<file path="src/ipm_defines.svh">
// register offsets, field positions, reset values and fixed entry numbers of the positioning block
`ifndef IPM_DEFINES_SVH
`define IPM_DEFINES_SVH

`define IPM_OFS_CTRL 8'h00
`define IPM_OFS_CMD 8'h04
`define IPM_OFS_ENTRY 8'h08
`define IPM_OFS_TBL_IDX 8'h0C
`define IPM_OFS_TBL_DATA 8'h10
`define IPM_OFS_SWOFF 8'h14
`define IPM_OFS_AXIS_END 8'h18
`define IPM_OFS_STATUS 8'h1C
`define IPM_OFS_ACTUAL 8'h20
`define IPM_OFS_RESIDUAL 8'h24

`define IPM_CTRL_PARAMS_BIT 0
`define IPM_CTRL_DIMS_BIT 1
`define IPM_CTRL_ROTARY_BIT 2
`define IPM_CTRL_RELATIVE_BIT 3
`define IPM_CTRL_MODE_LSB 4
`define IPM_CTRL_MODE_MSB 5
`define IPM_CTRL_RESET 32'h0000_0000

`define IPM_CMD_START_BIT 0
`define IPM_CMD_DIRP_BIT 1
`define IPM_CMD_DIRM_BIT 2
`define IPM_CMD_STOP_BIT 3
`define IPM_CMD_DELRES_BIT 8

`define IPM_ST_BUSY_BIT 0
`define IPM_ST_DIR_BIT 1
`define IPM_ST_RESID_BIT 2
`define IPM_ST_ERROR_BIT 3
`define IPM_ST_SYNC_BIT 4
`define IPM_ST_ENABLE_BIT 5

`define IPM_MODE_INCREMENTAL 2'h1
`define IPM_ENTRY_254 8'hFE
`define IPM_ENTRY_255 8'hFF
`define IPM_ENTRY_RESET 8'h00
`define IPM_SWOFF_RESET 32'h0000_0000
`define IPM_AXIS_END_RESET 32'h0000_0168

`endif

</file>
<file path="src/ipm_pkg.sv">
// types shared by the positioning block and its helpers
package ipm_pkg;

  typedef enum logic [0:0] {
    IPM_IDLE,
    IPM_MOVE
  } ipm_state_type;

  // levels written by software into the command register
  typedef struct packed {
    logic stop;
    logic dir_m;
    logic dir_p;
    logic start;
  } ipm_cmd_type;

  // drive control lines towards the power stage
  typedef struct packed {
    logic run;
    logic dir_pos;
  } ipm_drive_type;

endpackage

</file>
<file path="src/ipm_sync.sv">
// two-stage synchroniser for level inputs from pins
`timescale 1ns/1ps
`default_nettype none
module ipm_sync #(
  parameter int WIDTH = 1
) (
  input wire logic i_core_clk,
  input wire logic i_rstn,
  input wire logic [WIDTH-1:0] i_async,
  output logic [WIDTH-1:0] o_sync
);
  logic [WIDTH-1:0] meta;

  // first stage feeds only the second one
  always_ff @(posedge i_core_clk or negedge i_rstn) begin
    if (!i_rstn) begin
      meta <= '0;
      o_sync <= '0;
    end else begin
      meta <= i_async;
      o_sync <= meta;
    end
  end
endmodule
`default_nettype wire

</file>
<file path="src/ipm_edge.sv">
// rising-edge detector, one pulse per low-to-high step of each bit
`timescale 1ns/1ps
`default_nettype none
module ipm_edge #(
  parameter int WIDTH = 1
) (
  input wire logic i_core_clk,
  input wire logic i_rstn,
  input wire logic [WIDTH-1:0] i_level,
  output logic [WIDTH-1:0] o_rise
);
  logic [WIDTH-1:0] last;

  // reset to zero so a level already high at reset gives an edge in the first cycle after reset
  always_ff @(posedge i_core_clk or negedge i_rstn) begin
    if (!i_rstn) begin
      last <= '0;
    end else begin
      last <= i_level;
    end
  end

  assign o_rise = i_level & ~last;
endmodule
`default_nettype wire

</file>
<file path="src/ipm_core.sv">
// incremental positioning channel: start checks, direction choice, move, residual distance
`timescale 1ns/1ps
`default_nettype none
`include "ipm_defines.svh"

// Summary of operation
// RL1: absolute targets or relative displacements from entries
// RL2: start needs params, entries, sync, valid start, enable
// RL3: controller loads entry 254 before use
// RL4: controller loads entry 255 and differences first
// RL5: controller gives displacements as positive values only
// RL6: start commands act on rising edge only
// RL7: move begins on edge with all conditions met
// RL8: relative plus moves up, minus moves down
// RL9: linear absolute direction from target versus actual
// RL10: rotary plain start takes the shorter path
// RL11: rotary plus or minus forces absolute direction
// RL12: stopped relative move keeps untravelled residual
// RL13: unchanged restart travels only the residual
// RL14: delete command clears the residual
// RL15: mode change or reversed start clears residual
// RL16: controller deletes residual before a new displacement
// RL17: start without conditions flags error, drive stays
module ipm_core #(
  parameter int W = 24,
  parameter int DEPTH = 4
) (
  input wire logic i_core_clk,
  input wire logic i_rstn,
  input wire logic [7:0] i_addr,
  input wire logic [31:0] i_wr_data,
  input wire logic i_wr,
  input wire logic i_rd,
  output logic [31:0] o_rd_data,
  input wire logic i_synced,
  input wire logic i_drive_en,
  input wire logic i_enc_step,
  output ipm_pkg::ipm_drive_type o_drive
);
  import ipm_pkg::*;

  localparam int SLOTS = DEPTH + 2;
  localparam int SW = $clog2(SLOTS);

  logic [31:0] ctrl;
  ipm_cmd_type cmd;
  logic [7:0] entry;
  logic [7:0] tbl_idx;
  logic [W-1:0] swoff;
  logic [W-1:0] axis_end;
  logic [W-1:0] dim_tbl [SLOTS];
  logic [W-1:0] actual;
  logic [W-1:0] remaining;
  logic [W-1:0] residual;
  logic [7:0] res_entry;
  logic res_dir;
  logic res_valid;
  logic error;
  logic [1:0] prev_mode;
  ipm_state_type state;

  // pins cross into the core clock before use
  logic [2:0] pin_sync;
  ipm_sync #(.WIDTH(3)) u_sync (
    .i_core_clk(i_core_clk),
    .i_rstn(i_rstn),
    .i_async({i_enc_step, i_drive_en, i_synced}),
    .o_sync(pin_sync)
  );
  wire synced = pin_sync[0];
  wire drive_en = pin_sync[1];

  // command levels and encoder step become single-cycle events
  logic [4:0] rise;
  ipm_edge #(.WIDTH(5)) u_edge (
    .i_core_clk(i_core_clk),
    .i_rstn(i_rstn),
    .i_level({pin_sync[2], cmd}),
    .o_rise(rise)
  );
  wire start_e = rise[0];
  wire dirp_e = rise[1];
  wire dirm_e = rise[2];
  wire stop_e = rise[3];
  wire step_e = rise[4];
  wire any_e = start_e | dirp_e | dirm_e; // [RL6]

  // register decode
  wire wr_ctrl = i_wr && (i_addr == `IPM_OFS_CTRL);
  wire wr_cmd = i_wr && (i_addr == `IPM_OFS_CMD);
  wire wr_entry = i_wr && (i_addr == `IPM_OFS_ENTRY);
  wire wr_idx = i_wr && (i_addr == `IPM_OFS_TBL_IDX);
  wire wr_data = i_wr && (i_addr == `IPM_OFS_TBL_DATA);
  wire wr_swoff = i_wr && (i_addr == `IPM_OFS_SWOFF);
  wire wr_end = i_wr && (i_addr == `IPM_OFS_AXIS_END);
  wire wr_stat = i_wr && (i_addr == `IPM_OFS_STATUS);
  wire del_res = wr_cmd && i_wr_data[`IPM_CMD_DELRES_BIT]; // [RL14]

  // control fields
  wire params_ok = ctrl[`IPM_CTRL_PARAMS_BIT];
  wire dims_ok = ctrl[`IPM_CTRL_DIMS_BIT];
  wire rotary = ctrl[`IPM_CTRL_ROTARY_BIT];
  wire relative = ctrl[`IPM_CTRL_RELATIVE_BIT];
  wire [1:0] mode = ctrl[`IPM_CTRL_MODE_MSB:`IPM_CTRL_MODE_LSB];

  // entry number to table slot; 254 and 255 take the two slots above the plain entries
  function automatic logic [SW-1:0] slot_of(input logic [7:0] num);
    logic [SW-1:0] s;
    s = SW'(DEPTH + 1);
    if (num == `IPM_ENTRY_254) begin
      s = SW'(DEPTH);
    end else if (num < 8'(DEPTH)) begin
      s = SW'(num);
    end
    return s;
  endfunction
  wire entry_ok = (entry < 8'(DEPTH)) || (entry == `IPM_ENTRY_254) || (entry == `IPM_ENTRY_255);
  wire [W-1:0] dim_val = dim_tbl[slot_of(entry)]; // [RL1]

  // start conditions; an edge of the wrong kind counts as an invalid start
  wire start_kind_ok = relative ? ((dirp_e | dirm_e) && !start_e)
                     : (rotary ? 1'b1 : (start_e && !dirp_e && !dirm_e));
  wire conds_ok = params_ok && dims_ok && synced && drive_en && entry_ok
               && (mode == `IPM_MODE_INCREMENTAL) && start_kind_ok; // [RL2]
  wire launch = (state == IPM_IDLE) && any_e && conds_ok; // [RL7]
  wire reject = (state == IPM_IDLE) && any_e && !conds_ok; // [RL17]

  // relative: direction from the command, magnitude from the entry [RL8] [RL5]
  wire rel_dir = dirp_e;
  wire resume = res_valid && (res_entry == entry) && (res_dir == rel_dir)
             && (residual > swoff); // [RL13]
  wire [W-1:0] rel_dist = resume ? residual : dim_val;

  // linear absolute: direction from target against actual position
  wire lin_up = (dim_val >= actual); // [RL9]
  wire [W-1:0] lin_dist = lin_up ? (dim_val - actual) : (actual - dim_val);

  // rotary absolute: forward span modulo the axis end, backward span is the rest
  wire [W-1:0] fwd_span = (dim_val >= actual) ? (dim_val - actual) : (dim_val + axis_end - actual);
  wire [W-1:0] bwd_span = (fwd_span == '0) ? '0 : (axis_end - fwd_span);
  wire rot_short_up = (fwd_span <= bwd_span); // [RL10]
  wire rot_up = start_e ? rot_short_up : dirp_e; // [RL11]
  wire [W-1:0] rot_dist = rot_up ? fwd_span : bwd_span;

  wire next_dir = relative ? rel_dir : (rotary ? rot_up : lin_up);
  wire [W-1:0] next_dist = relative ? rel_dist : (rotary ? rot_dist : lin_dist);

  // moving phase ends on the switch-off window, a stop edge or loss of enable
  wire moving = (state == IPM_MOVE);
  wire arrive = moving && (remaining <= swoff);
  wire halt = moving && !arrive && (stop_e || !drive_en);
  wire keep_res = halt && relative; // [RL12]
  // a step seen in the stopping cycle has already been travelled, so it comes off the kept distance
  wire [W-1:0] next_remaining = (step_e && (remaining != '0)) ? (remaining - 1'b1) : remaining;
  wire drop_res = (launch && relative && !resume && res_valid && (res_dir != rel_dir))
               || (mode != prev_mode) || del_res; // [RL15]

  // next actual position, wrapping inside the rotary range
  wire [W-1:0] act_up = (rotary && (actual + 1'b1 >= axis_end)) ? '0 : (actual + 1'b1);
  wire [W-1:0] act_dn = (rotary && (actual == '0)) ? (axis_end - 1'b1) : (actual - 1'b1);
  wire [W-1:0] next_actual = step_e ? (o_drive.dir_pos ? act_up : act_dn) : actual;

  // read multiplexer; unmapped offsets read as zero
  wire [31:0] status = 32'({drive_en, synced, error, res_valid, o_drive.dir_pos, moving});
  wire [31:0] next_rd_data =
      (i_addr == `IPM_OFS_CTRL) ? ctrl :
      (i_addr == `IPM_OFS_CMD) ? 32'(cmd) :
      (i_addr == `IPM_OFS_ENTRY) ? 32'(entry) :
      (i_addr == `IPM_OFS_TBL_IDX) ? 32'(tbl_idx) :
      (i_addr == `IPM_OFS_TBL_DATA) ? 32'(dim_tbl[slot_of(tbl_idx)]) :
      (i_addr == `IPM_OFS_SWOFF) ? 32'(swoff) :
      (i_addr == `IPM_OFS_AXIS_END) ? 32'(axis_end) :
      (i_addr == `IPM_OFS_STATUS) ? status :
      (i_addr == `IPM_OFS_ACTUAL) ? 32'(actual) :
      (i_addr == `IPM_OFS_RESIDUAL) ? 32'(residual) : 32'h0000_0000;

  // software-written registers
  always_ff @(posedge i_core_clk or negedge i_rstn) begin
    if (!i_rstn) begin
      ctrl <= `IPM_CTRL_RESET;
      cmd <= '0;
      entry <= `IPM_ENTRY_RESET;
      tbl_idx <= `IPM_ENTRY_RESET;
      swoff <= W'(`IPM_SWOFF_RESET);
      axis_end <= W'(`IPM_AXIS_END_RESET);
      prev_mode <= 2'h0;
      o_rd_data <= 32'h0000_0000;
    end else begin
      if (wr_ctrl) ctrl <= i_wr_data;
      if (wr_cmd) cmd <= ipm_cmd_type'(i_wr_data[3:0]);
      if (wr_entry) entry <= i_wr_data[7:0];
      if (wr_idx) tbl_idx <= i_wr_data[7:0];
      if (wr_swoff) swoff <= i_wr_data[W-1:0];
      if (wr_end) axis_end <= i_wr_data[W-1:0];
      prev_mode <= mode;
      o_rd_data <= i_rd ? next_rd_data : 32'h0000_0000;
    end
  end

  // dimension table in flip-flops, one word per slot
  always_ff @(posedge i_core_clk or negedge i_rstn) begin
    if (!i_rstn) begin
      for (int i = 0; i < SLOTS; i++) dim_tbl[i] <= '0;
    end else if (wr_data) begin
      dim_tbl[slot_of(tbl_idx)] <= i_wr_data[W-1:0];
    end
  end

  // move sequencer
  always_ff @(posedge i_core_clk or negedge i_rstn) begin
    if (!i_rstn) begin
      state <= IPM_IDLE;
      remaining <= '0;
      actual <= '0;
      o_drive <= '0;
    end else begin
      actual <= next_actual;
      case (state)
        IPM_IDLE: begin
          if (launch) begin
            state <= IPM_MOVE;
            remaining <= next_dist; // [RL1] [RL13]
            o_drive.dir_pos <= next_dir; // [RL8] [RL9] [RL10] [RL11]
            o_drive.run <= 1'b1;
          end
        end
        IPM_MOVE: begin
          if (arrive || halt) begin
            state <= IPM_IDLE;
            o_drive.run <= 1'b0;
          end else if (step_e && remaining != '0) begin
            remaining <= remaining - 1'b1;
          end
        end
        default: begin
          state <= IPM_IDLE;
          o_drive.run <= 1'b0;
        end
      endcase
    end
  end

  // residual store; a stop in the same cycle as a delete keeps the new residual
  always_ff @(posedge i_core_clk or negedge i_rstn) begin
    if (!i_rstn) begin
      res_valid <= 1'b0;
      residual <= '0;
      res_entry <= 8'h00;
      res_dir <= 1'b0;
    end else if (keep_res) begin
      res_valid <= 1'b1; // [RL12]
      residual <= next_remaining;
      res_entry <= entry;
      res_dir <= o_drive.dir_pos;
    end else if (drop_res || (arrive && relative) || (launch && relative)) begin
      res_valid <= 1'b0; // [RL14] [RL15]
      residual <= '0;
    end else if (res_valid && !moving && step_e && (residual != '0)) begin
      // steps still in the synchroniser when the drive stopped were travelled too
      residual <= residual - 1'b1; // [RL12]
    end
  end

  // operating error: hardware set wins over a software clear
  always_ff @(posedge i_core_clk or negedge i_rstn) begin
    if (!i_rstn) begin
      error <= 1'b0;
    end else if (reject) begin
      error <= 1'b1; // [RL17]
    end else if (wr_stat && i_wr_data[`IPM_ST_ERROR_BIT]) begin
      error <= 1'b0;
    end
  end
endmodule
`default_nettype wire

</file>
<file path="config.mk">
export PLATFORM = sky130hd
export DESIGN_NAME = ipm_core
export DESIGN_NICKNAME = d
export VERILOG_FILES = /design/src/ipm_pkg.sv /design/src/ipm_sync.sv /design/src/ipm_edge.sv /design/src/ipm_core.sv
export VERILOG_INCLUDE_DIRS = /design/src
export SDC_FILE = /design/constraint.sdc
export NUM_CORES = 1
export LEC_CHECK = 0
export ABC_AREA = 0
export BUFFER_PORTS_ARGS = -buffer_cell sky130_fd_sc_hd__clkbuf_2
export CORE_UTILIZATION = 60
export CTS_CLUSTER_SIZE = 40
export DETAILED_ROUTE_END_ITERATION = 16
export PLACE_DENSITY = 0.77
export SLEW_MARGIN = 30
export SYNTH_ARGS = -nofsm -noshare
export SYNTH_HDL_FRONTEND = slang
export SYNTH_SLANG_ARGS = --single-unit
export TNS_END_PERCENT = 30
</file>
<file path="constraint.sdc">
create_clock -name i_core_clk -period 11.47 [get_ports i_core_clk]
set_input_delay 1.7205 -clock i_core_clk [delete_from_list [all_inputs] [get_ports i_core_clk]]
set_output_delay 1.7205 -clock i_core_clk [all_outputs]
set_load 0.01 [all_outputs]
</file>
==> summary.md, run 1 <==
| Metric | Value |
|---|---|
| Sequential area share after synthesis | `32.0%` |
| Initial Util | `61.1%` |
| 1st-pass router iterations | `10` |
| Yosys warning total | `0` |
| CTS max path bufs | `3` |
| Synthesis-to-layout area growth | `9.26%` |
| Nets | `3443` |
| Clock-pin slew on the worst setup and hold paths | `0.06 ns` |
| Chip height | `223 um` |
| EDFF count, synth | `0` |
| Most common flop cell mapped by yosys | `dfrtp_1` |
| Crit Path Max Fanout | `31` |
| Tightest Pin Transition | `1.03 ns` |
| DP Wirelength | `83400 um` |
| Synth cell types | `90` |
| Layout cells sized above 1 | `18.7%` |
| Residual DRC count | `0` |
| Largest net degree at the start of global routing | `176` |
| Crit Path Class | `flip-flop to flip-flop` |
| Syn avg cell area | `9.26 sq um` |
| P per Cell Area | `167 nW/um^2` |
| IO Port Bufs | `80` |
| Htree depth | `2` |
| ANT nets after route | `0` |
| Vias in the first global route | `26.5k` |
| Hold crit path type | `flip-flop to flip-flop` |
| Total number of vias | `27.3k` |
| Async S/R FF share, synth | `100%` |
| Worst R2R End | `remaining[20]` |
| Die Wd | `223 um` |
| Status | `complete, no violations` |
| Die area | `49700 sq um` |
| Launch point of the worst path | `entry[5]` |
| Hold_sp | `u_sync.meta[2]` |
| Startpoint types | `flip-flop` |
| GR Overflow Total | `0` |
| Vias per inst | `7.12` |
| Crit path top cell by count | `a21o_1` |
| R2r startpoint | `entry[5]` |
| Hold Vio Cnt, Final | `0` |
| Synthesized area | `29300 sq um` |
| CP required | `11.91 ns` |
| Cells after synthesis | `3165` |
| Initial antenna violation count | `3` |
| Clock latency on the worst-skew pair | `0.61 ns` |
| Slew Viols, Final | `0` |
| CP max stage delay | `0.53 ns` |
| Final Critical Period | `11.09 ns` |
| Slew headroom | `31.1%` |
| CTS root buf | `clkbuf_16` |
| Core Area | `47900 sq um` |
| Clock sink count | `375` |
| # IOs | `81` |
| Num CTS Buffers | `42` |
| Final Setup Violations | `0` |
| Peak supply drop | `0.143 mV` |
| Initial DRC count | `3960` |
| Tot GR Track Use | `44.7%` |
| Arr. time, crit path | `11.52 ns` |
| Slowest CP cell | `ha_1` |
| Maximum clock rate | `90.2 MHz` |
| Crit end category | `flip-flop` |
| GPL Wtd Cong | `1.03` |
| Post-Syn Nets | `3428` |
| Routed wire length | `111000 um` |
| Routed len/inst | `29.1 um` |
| R2r setup slk | `0.38 ns` |
| Final instance area | `32000 sq um` |
| Max-Cap Viols | `0` |
| Worst-case clock skew | `0.0484 ns` |
| Final worst path period share | `96.7%` |
| R2R depth | `38` |
| Leakage power | `14.8 nW` |
| Area of placed instances | `30400 sq um` |
| CTS tree | `done` |
| FP Rows | `80` |
| Global-route wire length before repair | `167000 um` |
| Cells on Worst Hold Path | `0` |
| Pwr Total | `5.34 mW` |
| Hold Path End | `u_sync.o_sync[2]` |
| Synth Register Bits | `375` |
[sequential cells by signal, summed over array words and instances, names as in the netlist, 24 cells and up]
| name | cells |
|---|---|
| remaining | 24 |
| residual | 24 |
| actual | 24 |
| swoff | 24 |
| ctrl | 32 |
| o_rd_data | 32 |
| dim_tbl | 144 |
| axis_end | 24 |
[critical path, delay by kind of cell (launching register included)]
kind / cells / cell delay (ns)
mux: 1 / 0.50
buf+inv: 4 / 0.88
xor+xnor: 1 / 0.16
flops: 1 / 0.45
simple gates: 13 / 4.13
compound gates: 16 / 3.52
fa+ha+maj: 3 / 1.22
[metrics by stage]
stage | utilization [%] | TNS [ns] | hold WS [ns] | cells | setup slack, ns
3_3_place_gp | 63.4 | 0 | 0.332 | 3747 | 0.301
6_report | 66.8 | 0 | 0.351 | 3829 | 0.384
5_1_grt | 66.8 | -0.0811 | 0.360 | 3828 | -0.0684
3_5_place_dp | 63.4 | 0 | 0.343 | 3748 | 0.118
2_1_floorplan | - | 0 | 0.331 | 3165 | 1.38
4_1_cts | 66.5 | 0 | 0.356 | 3825 | 0.0540
[logic make-up (layout without fill, tap and decap cells)]
kind of cell               Yosys count  count (layout)  synth area share [%]
DFF                                375             375                  32.0
muxes                              355             355                  15.1
and+or+nand+nor                    820             820                  13.4
other                                0               1                     0
buffers and inverters              356             404                  4.71
adders and majority gates          222             222                  10.1
AOI/OAI and AO/OA                  862             862                  19.5
xor gates and xnor gates           175             175                  5.23
[metal layers]
metal	share of wire, %	up-vias	global-route usage [%]
met5	0.0099	-	0
met4	6.0	2	23.0
met3	11	406	9.92
met2	44	1830	68.9
met1	38	13300	59.3
li1	-	11700	-
[what timing repair did]
item	CTS	global route
setup endpoints to repair	1	25
pin swaps	0	1
hold buffers	0	0
cloned	0	0
setup buffers	0	2
gates resized for setup	1	25
[layout make-up]
type	instances	area, sq um
clock buffer	60	1220
multi-input combinational	2434	18700
sequential	375	9390
antenna	1	2.50
timing repair buffer	156	1050
tap	615	769
inverter	171	642
fill	3664	15900
clock inverter	17	221
[synth_stat cells, types with 42 or more instances]
master / number / area [sq um]
a21o_1: 100 / 751
a21oi_1: 238 / 1190
a221oi_1: 46 / 403
a31oi_1: 42 / 263
clkbuf_1: 152 / 571
dfrtp_1: 371 / 9280
ha_1: 191 / 2390
inv_1: 169 / 634
mux2_2: 260 / 2930
mux2i_1: 52 / 521
mux4_2: 43 / 968
nand2_1: 297 / 1110
nand3_1: 76 / 380
nor2_1: 152 / 571
nor3_1: 75 / 375
o21ai_0: 143 / 716
o22ai_1: 47 / 294
xnor2_1: 126 / 1100
xor2_1: 49 / 429
[worst max-delay path by stage]
stage | cells past startpoint | slack [ns] | end
3_3_place_gp | 38 | 0.30 | remaining[15]
3_5_place_dp | 41 | 0.12 | remaining[20]
4_1_cts | 38 | 0.05 | remaining[15]
2_1_floorplan | 46 | 1.38 | remaining[20]
6_report | 38 | 0.38 | remaining[20]
5_1_grt | 41 | -0.07 | remaining[20]
[where the power goes]
part           internal (mW)  switching (mW)
logic                  0.873            1.46
clock network          0.819           0.607
registers               1.39           0.186
total                   3.08            2.25
[layout by cell type (no fill, tap or decap), types with 52 or more instances in the layout]
cell,instances
dfrtp_1,371
nand2_1,295
mux2_2,260
a21oi_1,225
ha_1,187
inv_1,169
nor2_1,148
o21ai_0,143
xnor2_1,126
a21o_1,100
clkbuf_2,79
nand3_1,75
nor3_1,70
buf_4,70
mux2i_1,52
Note: power is estimated with default switching activity, not from simulation.
==> run 2, diff against run 1 <==
--- a/config.mk
+++ b/config.mk
@@ -8,6 +8,7 @@
 export LEC_CHECK = 0
 export ABC_AREA = 0
 export BUFFER_PORTS_ARGS = -buffer_cell sky130_fd_sc_hd__clkbuf_2
+export CORE_ASPECT_RATIO = 1.2
 export CORE_UTILIZATION = 60
 export CTS_CLUSTER_SIZE = 40
 export DETAILED_ROUTE_END_ITERATION = 16
==> summary.md, run 2 (same netlist as run 1, synthesis figures left out) <==
| Metric | Value |
|---|---|
| Status | `complete, no violations` |
| Area of placed instances | `30300 sq um` |
| Initial antenna violation count | `1` |
| Max-Cap Viols | `0` |
| Slowest CP cell | `mux4_2` |
| Leakage power | `14.7 nW` |
| Num CTS Buffers | `37` |
| Number of flip-flops in the largest register | `144` |
| Htree depth | `2` |
| GPL Wtd Cong | `1.05` |
| Crit path top cell by count | `ha_1` |
| Die area | `49700 sq um` |
| Layout cells sized above 1 | `18.5%` |
| Setup TNS | `0 ns` |
| Clock-pin slew on the worst setup and hold paths | `0.06 ns` |
| Routed wire length | `107000 um` |
| R2R depth | `40` |
| Top flop regs | `dim_tbl (144), ctrl (32), o_rd_data (32)` |
| Final Setup Violations | `0` |
| Total number of vias | `27.1k` |
| Clock latency on the worst-skew pair | `0.56 ns` |
| Residual DRC count | `0` |
| Crit Path Class | `flip-flop to flip-flop` |
| Launch point of the worst path | `entry[1]` |
| Hold Worst Slack | `0.349 ns` |
| Fin util | `66.0%` |
| CTS max path bufs | `3` |
| Slew headroom | `37.9%` |
| Global-route wire length before repair | `162000 um` |
| GR Overflow Total | `0` |
| Largest net degree at the start of global routing | `115` |
| Core Area | `48100 sq um` |
| DP Wirelength | `81100 um` |
| CTS root buf | `clkbuf_16` |
| Slew Viols, Final | `0` |
| # diodes | `0` |
| Cells on Worst Hold Path | `0` |
| Clock sink count | `375` |
| Top reg by flops | `dim_tbl` |
| Peak supply drop | `0.146 mV` |
| R2r startpoint | `entry[1]` |
| Most frequent cells in the layout | `371 x dfrtp_1, 295 x nand2_1, 260 x mux2_2` |
| R2r setup slk | `0.59 ns` |
| Synthesis-to-layout area growth | `8.31%` |
| Crit end category | `flip-flop` |
| Final instance area | `31700 sq um` |
| Maximum clock rate | `91.9 MHz` |
| Tightest Pin Transition | `0.931 ns` |
| Tot GR Track Use | `43.0%` |
| CP required | `11.90 ns` |
| Initial Util | `60.9%` |
| Hold_sp | `u_sync.meta[2]` |
| 1st-pass router iterations | `6` |
| # IOs | `81` |
| Vias per inst | `7.08` |
| CTS tree | `done` |
| Die Wd | `204 um` |
| Most common cell after layout, fill and taps aside | `dfrtp_1` |
| Nets | `3429` |
| P per Cell Area | `164 nW/um^2` |
| Initial DRC count | `3309` |
| Chip height | `244 um` |
| Routed len/inst | `28.1 um` |
| FP Rows | `88` |
| ANT nets after route | `0` |
| Final worst path period share | `94.9%` |
| Crit Path Max Fanout | `35` |
| IO Port Bufs | `80` |
| Startpoint types | `flip-flop` |
| Hold crit path type | `flip-flop to flip-flop` |
| Worst-case clock skew | `0.0199 ns` |
| Hold Vio Cnt, Final | `0` |
| Hold_buf cts | `0` |
| Arr. time, crit path | `11.31 ns` |
| Final Critical Period | `10.88 ns` |
| Vias in the first global route | `26.3k` |
| CP max stage delay | `0.59 ns` |
[run 2: repair_timing]
| item | 4_1_cts | 5_1_grt |
|---|---|---|
| resized for setup | 0 | 29 |
| setup buffers | 0 | 2 |
| endpoints found under the setup margin | 0 | 25 |
[run 2: worst paths after layout]
path	endpoint
max	remaining[22]
min	u_sync.o_sync[2]
max reg2reg	remaining[22]
min reg2reg	u_sync.o_sync[2]
max in group asynchronous	ctrl[24]
min in group asynchronous	dim_tbl[139]
[run 2: critical path: cells and delay by family, from the launching register on]
kind	cells	cell delay [ns]
DFF	1	0.53
AOI/OAI and AO/OA	13	3.16
adders and majority gates	4	1.29
and+or+nand+nor	14	2.94
xor gates and xnor gates	1	0.17
buffers and inverters	6	1.65
muxes	2	0.94
[run 2: power breakdown]
group | total [mW] | switching (mW) | internal (mW)
sequential | 1.57 | 0.178 | 1.39
clock | 1.27 | 0.553 | 0.715
combinational | 2.38 | 1.51 | 0.872
total | 5.22 | 2.24 | 2.98
[run 2: metal layers]
metal | vias to the layer above | routed length [um] | global-route usage (%)
li1 | 11700 | - | -
met1 | 13200 | 40700 | 55.8
met2 | 1737 | 48000 | 66.5
met3 | 410 | 10700 | 7.36
met4 | 0 | 8050 | 27.4
met5 | - | 0 | 0
[run 2: final cells by class]
cell class	count	area, sq um
multi-input cells	2434	18700
fillers	3855	16400
flip-flops and latches	375	9390
clock buffers	52	1090
repair buffers	147	945
well taps	630	788
inverters	171	642
clock inverters	13	149
[run 2: per-stage QoR]
| step | cells | setup slack [ns] | power (mW) |
|---|---|---|---|
| after floorplan | 3165 | 1.38 | 3.10 |
| after global placement | 3754 | 0.137 | 3.80 |
| after detailed placement | 3754 | 0.245 | 3.84 |
| after CTS | 3819 | 0.211 | 5.11 |
| after global routing | 3822 | -0.00860 | 5.44 |
| final | 3822 | 0.589 | 5.22 |
